`src/core/ldsl_pkg.sv`:
```
// Package for the loop DAC serial load link: widths, mode codes, frame constants.
// Assumes both ends import it whole.
package ldsl_pkg;
	localparam int NORM_BITS = 16;
	localparam int ALARM_BITS = 17;
	localparam int CNT_BITS = 5;
	localparam logic [4:0] ALARM_MIN_CNT = 5'h11;
	localparam int BYTE_BITS = 8;
	localparam logic [16:0] LATCH_RESET = 17'h00000;
	// Alarm codes of interest (3.5 mA, 16 mA, 24 mA)
	localparam logic [16:0] ALARM_CODE_3P5MA = 17'h03800;
	localparam logic [16:0] ALARM_CODE_16MA = 17'h10000;
	localparam logic [16:0] ALARM_CODE_24MA = 17'h18000;
	localparam int SCLK_HALF_DIV = 4;

	typedef enum logic [0:0] {
		LDSL_MODE_NORMAL = 1'b0,
		LDSL_MODE_ALARM = 1'b1
	} ldsl_mode_e;

	typedef enum logic [2:0] {
		LDSL_IDLE = 3'b000,
		LDSL_ASSERT = 3'b001,
		LDSL_LOW = 3'b010,
		LDSL_HIGH = 3'b011,
		LDSL_NEXT = 3'b100,
		LDSL_STROBE = 3'b101
	} ldsl_state_e;
endpackage

```
`src/core/ldsl_if.sv`:
```
// Three-wire serial load link: serial data, serial clock, load strobe.
// Assumes the host drives all three lines; the device only listens.
`timescale 1ns/1ns
`default_nettype none
interface ldsl_if;
	logic sdata;
	logic sclk;
	logic load;
	modport host (output sdata, output sclk, output load);
	modport device (input sdata, input sclk, input load);
endinterface
`default_nettype wire

```
`src/core/ldsl_host.sv`:
```
// Host end: byte-oriented serial master that sends two or three bytes then strobes.
// Assumes i_mclk drives the link clock through a divider; user holds request data until accepted.
`timescale 1ns/1ns
`default_nettype none
module ldsl_host
	import ldsl_pkg::*;
(
	// Clock, reset, enable
	input wire logic i_mclk,
	input wire logic i_srst,
	input wire logic i_ce,
	// Request
	input wire logic i_req,
	input wire logic i_alarm,
	input wire logic [ALARM_BITS-1:0] i_code,
	input wire logic i_invert,
	output logic o_ready,
	output logic o_done,
	// Link
	ldsl_if.host link
);
	ldsl_state_e state_reg, state_next;
	logic [23:0] data_reg, data_next;
	logic [1:0] bytes_reg, bytes_next;
	logic [2:0] bit_reg, bit_next;
	logic [2:0] div_reg, div_next;
	logic sclk_reg, sclk_next, load_reg, load_next, done_reg, done_next, inv_reg, inv_next;

	always_comb begin
		state_next = state_reg;
		data_next = data_reg;
		bytes_next = bytes_reg;
		bit_next = bit_reg;
		div_next = div_reg;
		sclk_next = sclk_reg;
		load_next = load_reg;
		done_next = 1'b0;
		inv_next = inv_reg;
		if (div_reg != 3'h0) begin
			div_next = div_reg - 3'h1;
		end else begin
			div_next = 3'(SCLK_HALF_DIV - 1);
			case (state_reg)
				LDSL_IDLE: begin
					div_next = 3'h0;
					if (i_req) begin
						inv_next = i_invert;
						// Alarm: 24 bits, top 7 padding, kept last 17
						data_next = i_alarm ? {7'h00, i_code} : {i_code[NORM_BITS-1:0], 8'h00};
						bytes_next = i_alarm ? 2'h2 : 2'h1;
						state_next = LDSL_ASSERT;
					end
				end
				LDSL_ASSERT: begin
					load_next = 1'b0;
					bit_next = 3'h7;
					state_next = LDSL_LOW;
				end
				LDSL_LOW: begin
					sclk_next = 1'b1;
					state_next = LDSL_HIGH;
				end
				LDSL_HIGH: begin
					sclk_next = 1'b0;
					data_next = {data_reg[22:0], 1'b0};
					bit_next = bit_reg - 3'h1;
					if (bit_reg != 3'h0) begin
						state_next = LDSL_LOW;
					end else begin
						state_next = LDSL_NEXT;
					end
				end
				LDSL_NEXT: begin
					bit_next = 3'h7;
					if (bytes_reg != 2'h0) begin
						bytes_next = bytes_reg - 2'h1;
						state_next = LDSL_LOW;
					end else begin
						state_next = LDSL_STROBE;
					end
				end
				LDSL_STROBE: begin
					load_next = 1'b1;
					done_next = 1'b1;
					state_next = LDSL_IDLE;
				end
				default: state_next = LDSL_IDLE;
			endcase
		end
	end

	always_ff @(posedge i_mclk) begin
		if (i_srst) begin
			state_reg <= LDSL_IDLE;
			data_reg <= 24'h000000;
			bytes_reg <= 2'h0;
			bit_reg <= 3'h0;
			div_reg <= 3'h0;
			sclk_reg <= 1'b0;
			load_reg <= 1'b1;
			done_reg <= 1'b0;
			inv_reg <= 1'b0;
		end else if (i_ce) begin
			state_reg <= state_next;
			data_reg <= data_next;
			bytes_reg <= bytes_next;
			bit_reg <= bit_next;
			div_reg <= div_next;
			sclk_reg <= sclk_next;
			load_reg <= load_next;
			done_reg <= done_next;
			inv_reg <= inv_next;
		end
	end

	// Data changes on the falling side, stable at the rise
	assign link.sdata = data_reg[23] ^ inv_reg;
	assign link.sclk = sclk_reg ^ inv_reg;
	assign link.load = load_reg ^ inv_reg;
	// Requests are only taken once the post-strobe gap has run out
	assign o_ready = (state_reg == LDSL_IDLE) && (div_reg == 3'h0);
	assign o_done = done_reg;
endmodule
`default_nettype wire

```
`src/flat_wrapper.sv`:
```
// flat-port wrapper written by rule: the top's interface ports become plain ports
module ldsl_host_flat import ldsl_pkg::*;
  (i_mclk, i_srst, i_ce, i_req, i_alarm, i_code, i_invert, o_ready, o_done, link_sdata, link_sclk, link_load);
  ldsl_if link_i ();
  input wire logic i_mclk;
  input wire logic i_srst;
  input wire logic i_ce;
  input wire logic i_req;
  input wire logic i_alarm;
  input wire logic [ALARM_BITS-1:0] i_code;
  input wire logic i_invert;
  output logic o_ready;
  output logic o_done;
  output wire logic [$bits(link_i.sdata)-1:0] link_sdata;
  output wire logic [$bits(link_i.sclk)-1:0] link_sclk;
  output wire logic [$bits(link_i.load)-1:0] link_load;
  assign link_sdata = link_i.sdata;
  assign link_sclk = link_i.sclk;
  assign link_load = link_i.load;
  ldsl_host u_core (.i_mclk(i_mclk), .i_srst(i_srst), .i_ce(i_ce), .i_req(i_req), .i_alarm(i_alarm), .i_code(i_code), .i_invert(i_invert), .o_ready(o_ready), .o_done(o_done), .link(link_i));
endmodule
```
`config.mk`:
```
export PLATFORM = sky130hd
export DESIGN_NAME = ldsl_host_flat
export DESIGN_NICKNAME = d
export VERILOG_FILES = /design/src/core/ldsl_pkg.sv /design/src/core/ldsl_if.sv /design/src/core/ldsl_host.sv /design/src/flat_wrapper.sv
export SDC_FILE = /design/constraint.sdc
export NUM_CORES = 1
export LEC_CHECK = 0
export BUFFER_PORTS_ARGS = -buffer_cell sky130_fd_sc_hd__clkbuf_2
export CORE_MARGIN = 2
export CORE_UTILIZATION = 58
export CTS_CLUSTER_SIZE = 14
export DETAILED_ROUTE_END_ITERATION = 6
export GPL_TIMING_DRIVEN = 1
export PLACE_DENSITY = 0.79
export SYNTH_ARGS = -nofsm -noshare
export SYNTH_HDL_FRONTEND = slang
export SYNTH_SLANG_ARGS = --single-unit
```
`constraint.sdc`:
```
create_clock -name i_mclk -period 2.2 [get_ports i_mclk]
set_input_delay 0.33 -clock i_mclk [delete_from_list [all_inputs] [get_ports i_mclk]]
set_output_delay 0.33 -clock i_mclk [all_outputs]
set_load 0.02 [all_outputs]
```
======== After elaboration in Yosys (flattened, before gate mapping) ========
Cells that the tools add are included.
cells by class
  $add $sub $neg .......................... 3
  eq/ne operators ......................... 7
  muxes and demuxes ....................... 18
  bitwise logic cells ..................... 4
  reduce and logical (&&, ||, !) cells .... 19
operator list
  cell                                                                      number
  24-bit two-way mux                                                        2
  24-bit case mux with 2 select lines                                       1
  3-bit case mux with 5 select lines                                        1
  3-bit two-way mux                                                         4
  3-bit AND reduction                                                       4
  2-bit nonzero test                                                        6
  2-bit two-way mux                                                         4
  4-bit AND reduction                                                       2
  3-bit by 2-bit equality test with 1-bit output (second input constant)    2
  3-bit equality test (second input constant)                               2
  3-bit zero test                                                           2
  3-bit case mux with 2 select lines                                        1
  3-bit nonzero test                                                        2
  3-bit by 1-bit subtractor with 3-bit output (second input constant)       2
  5-bit AND reduction                                                       1
  1-bit case mux with 2 select lines                                        2
  2-bit case mux with 2 select lines                                        1
  3-bit by 1-bit equality test with 1-bit output (second input constant)    1
  1-bit XOR                                                                 3
  1-bit two-way mux                                                         2
  2-bit by 1-bit inequality test with 1-bit output (second input constant)  1
  2-bit inequality test (second input constant)                             1
  2-bit OR reduction                                                        1
  2-bit by 1-bit subtractor with 2-bit output (second input constant)       1
  other kinds (2)                                                           2
word-level totals
  flip-flop bits (word level) ............. 39
  bits of input ports ..................... 23
  output and inout bits ................... 5
  word-level logic and storage cells ...... 60

======== Logic depth before layout (Yosys ltp) ========
  word-level depth ........................ 4
  gate-level depth with buffers ........... 8
  mapped depth without buffers ............ 6

======== Worst setup path before layout ========
No wires, ideal clock.
  path kind ............................... reg-to-output
  start ................................... register u_core.div_reg[0]
  end ..................................... output port o_ready
  arrival ................................. 1363 ps
  data required time ...................... 1870 ps
  path slack .............................. 507 ps
  stages on the path, launching flop included .. 6
  buffers on the path ..................... 0
  path through ............................ dfxtp_1 -> inv_1 -> ha_1 -> ha_1 -> or4b_1 -> inv_1
on the way
  cells in the longest elaborated chain, start to end .. 2
ends and longest elaborated chain
  what                    line                source
  start, declared         ldsl_host.sv:26     logic [2:0] div_reg, div_next;
  start signal, assigned  ldsl_host.sv:108    div_reg <= div_next;
  3-bit zero test         ldsl_host.sv:121    assign o_ready = (state_reg == LDSL_IDLE) && (div_reg == 3'h0);
  1-bit logical AND       ldsl_host.sv:121
  end, declared           flat_wrapper.sv:12  output logic o_ready;
No other way between the ends.

======== Worst setup path after layout ========
Same ends and word-level chain as after synthesis.

==> key figures <==
Synthesis
  – Synth warn: 0
  – Mapped Avg Cell Area: 8.768 um^2
  – Synth area leader: dfxtp_1
  – Syn Nets: approximately 300
  – Post-synth ARST share: 0%
  – Mapped cell area: approximately 2400 um^2
  – Synthesized-area fraction occupied by adder cells: 3.136%
  – Seq cells post-synth: 39
  – Post-synth top flop: dfxtp_1
  – Mux cell area share after synthesis: 8.364%
  – Synth unique cells: 51
  – Post-synthesis compound-gate area fraction: 26.03%
  – Largest family of logic cells by synthesized area: compound AO/OA/AOI/OAI gates
  – Post-synth top area share: between 30% and 40%
  – Mapped Cells: roughly 270
  – Post-synthesis sequential area ratio: 32.62%
  – Xor and xnor area share after synthesis: 1.098%
  – Area share of and/or/nand/nor cells after synthesis: 21.28%
  – Synth area leaders: dfxtp_1, mux2i_1, o221ai_1, a21o_1, nand2_1
  – Post-synth EDFFs: 0

Timing
  – Final setup viols: 0
  – Fin crit period: approximately 2100 ps
  – Final period utilization: 96.15%
  – Setup TNS: 0 ps
  – Least-Margin Pin Slew: 639.4 ps
  – RSZ-0062 raised after global routing: no
  – Fin. max-slew vios: 0
  – Fmax: 472.8 MHz
  – Final Hold Fails: 0
  – Worst rel slew slack: 57.31%
  – Clock Skew: 8.157 ps

Pwr
  – Maximum VDD drop: roughly 0.44 mV
  – Seq pwr share: 43.0%
  – Sw power: between 600 and 700 uW
  – Clk pwr share: 24.5%
  – Switch share: between 30% and 40%
  – Pleak: between 1 and 1.5 nW
  – Comb pwr share: about 33%
  – Power per cell area: 770.2 nW/um^2
  – Internal power: 1.333 mW

Cells and area
  – Fin nets: 321
  – Multi-input logic area: 1440 um^2
  – Fillers: 341
  – Register area: 780.7 um^2
  – Area Growth Syn to Fin: 10.19%
  – Share of post-route cells with drive strength above 1: 18.49%
  – Fin area: 2638 um^2
  – Max reg flops: 24
  – Most frequent cells in the layout: dfxtp_1, nand2_1, clkbuf_2, mux2i_1, o221ai_1
  – Most common cell after layout, fill and taps aside: dfxtp_1
  – # diodes: 0

Detailed routing
  – WL/cell: around 15 um
  – Drt first pass iters: 4
  – Via-to-Cell Ratio: just over 6
  – DRT antenna net count: 0
  – Via count: 2090
  – Routed WL: 5252 um
  – DR iter-0 viols: around 110
  – DRC viols: 0

Setup path
  – CP max stage delay: 490 ps
  – RR Endpoint: u_core.data_reg[14]
  – Crit path to: o_ready
  – CP Launch Type: flip-flop
  – CP required: about 1900 ps
  – Largest fanout on the critical path: 7
  – Critical Path Slowest Stage Cell: or4b_4
  – Critical path origin: u_core.div_reg[0]
  – Crit path top cell by count: inv_1
  – Critical path endpoint category: primary output
  – R2r worst-path depth: 5
  – Worst reg2reg path startpoint: u_core.state_reg[1]
  – Critical Path AT: 1790 ps
  – CP cell instances: inv_1 > ha_1 > ha_2 > or4b_4 > inv_1 > clkbuf_2
  – Critical path class: flip-flop to primary output
  – FF-to-FF setup slack: 460 ps

Placement
  – Gpl congestion: 0.7921
  – HPWL Detailed: 3607 um
  – Cell Area, Placed: 2544 um^2
  – Port Buffers: 27

Global routing
  – Largest net degree at the start of global routing: 28
  – Vias in the first global route: ~1800
  – First-pass GRT wire length: 8390 um
  – GRT overflow: 0
  – Initial antenna violation count: 0
  – Global Route Usage Sum: 23.92%

Die
  – Die ar.: 4657 um^2
  – Initial core utilization: 59.84%
  – I/O pins: 28
  – FP Rows: 23
  – Die X: 68.24 um
  – Floorplan core area: 4000 um^2
  – Die H: approximately 68 um

Clocking
  – Clock Root Buffer: clkbuf_8
  – CTS buffer count: 5
  – CTS max path bufs: 2
  – H-Tree Depth: 2
  – Post-CTS Hold Buffers: 0
  – CTS tree: yes
  – Clock sink total: 39
  – Worst skew pair latency: 290 ps
  – Clock-pin transition on the worst setup and hold timing paths: 70 ps

Hold path
  – Hold WC Path Type: primary input to flip-flop
  – Hold Path Stages: 3

Job
  – Maxcap violations: 0

Run status
  – Outcome: finished, final reports clean
-- synthesized netlist by cell type (2+ instances only) --
master,number
a21o_1,14
a21oi_1,7
a221o_1,9
a31oi_1,14
and2_1,2
and3b_1,2
buf_2,9
buf_4,4
clkbuf_1,11
clkbuf_2,2
dfxtp_1,39
ha_1,6
inv_1,11
mux2i_1,20
nand2_1,27
nand2b_1,6
nand3_1,11
nand3b_1,8
nor2_1,5
nor2b_1,11
nor3_1,2
o211ai_1,2
o21a_1,3
o21ai_0,4
o221ai_1,16
xor2_1,3
-- worst min-delay path by stage --
stage                       start                  to  slack, ps
2_1_floorplan  u_core.data_reg[0]  u_core.data_reg[0]        430
3_3_place_gp   u_core.data_reg[8]  u_core.data_reg[8]        450
3_5_place_dp   u_core.data_reg[0]  u_core.data_reg[0]        450
4_1_cts                  i_invert      u_core.inv_reg        280
5_1_grt                  i_invert      u_core.inv_reg        290
6_report                 i_invert      u_core.inv_reg        280
-- area by class of cell --
type                    instances  share of cell area [%]
multi-input cells             196                   54.60
flip-flops and latches         39                   29.60
repair buffers                 39                   8.539
clock buffers                   6                   3.131
well taps                      50                   2.372
inverters                      11                   1.565
clock inverters                 1                  0.1898
-- critical path, delay by kind of cell, from the launching register on --
family,cells,cell delay [ps]
simple gates,1,490
fa+ha+maj,2,400
flops,1,310
buf+inv,3,300
-- routing by layer --
layer,track usage [%],vias to the layer above,share of wire [%]
li1,-,1047,-
met1,33.97,990,49
met2,37.14,46,46
met3,3.947,7,3.8
met4,7.000,0,1.1
met5,0,-,0
-- cell families after synthesis --
logic type / Yosys count
AOI/OAI and AO/OA: 81
xor gates and xnor gates: 3
adders and majority gates: 6
buffers and inverters: 38
DFF: 39
muxes: 20
and+or+nand+nor: 86
-- per-stage QoR --
step	instances	hold WS [ps]	setup slack [ps]	power (mW)	util, %
after floorplan	273	435.0	507.4	1.379	-
after global placement	335	447.8	411.3	1.521	63.59
after detailed placement	335	452.4	349.6	1.532	63.59
after CTS	342	277.9	35.84	2.018	65.78
after global routing	342	292.7	15.03	2.141	65.94
final	342	275.3	84.73	2.032	65.94
-- power groups by stage --
stage	Sequential [mW]	Clock (mW)	Combinational [mW]
finish	0.874	0.497	0.660
global route	0.888	0.528	0.725
CTS	0.872	0.498	0.648
detailed placement	0.889	0	0.644
global placement	0.887	0	0.634
floorplan	0.846	0	0.532
-- what timing repair did --
item,4_1_cts,5_1_grt
gates resized for setup,0,2
setup endpoints to repair,0,1
hold endpoints to repair,0,0
buffers inserted,0,0
(Power assumes the default switching activity.)
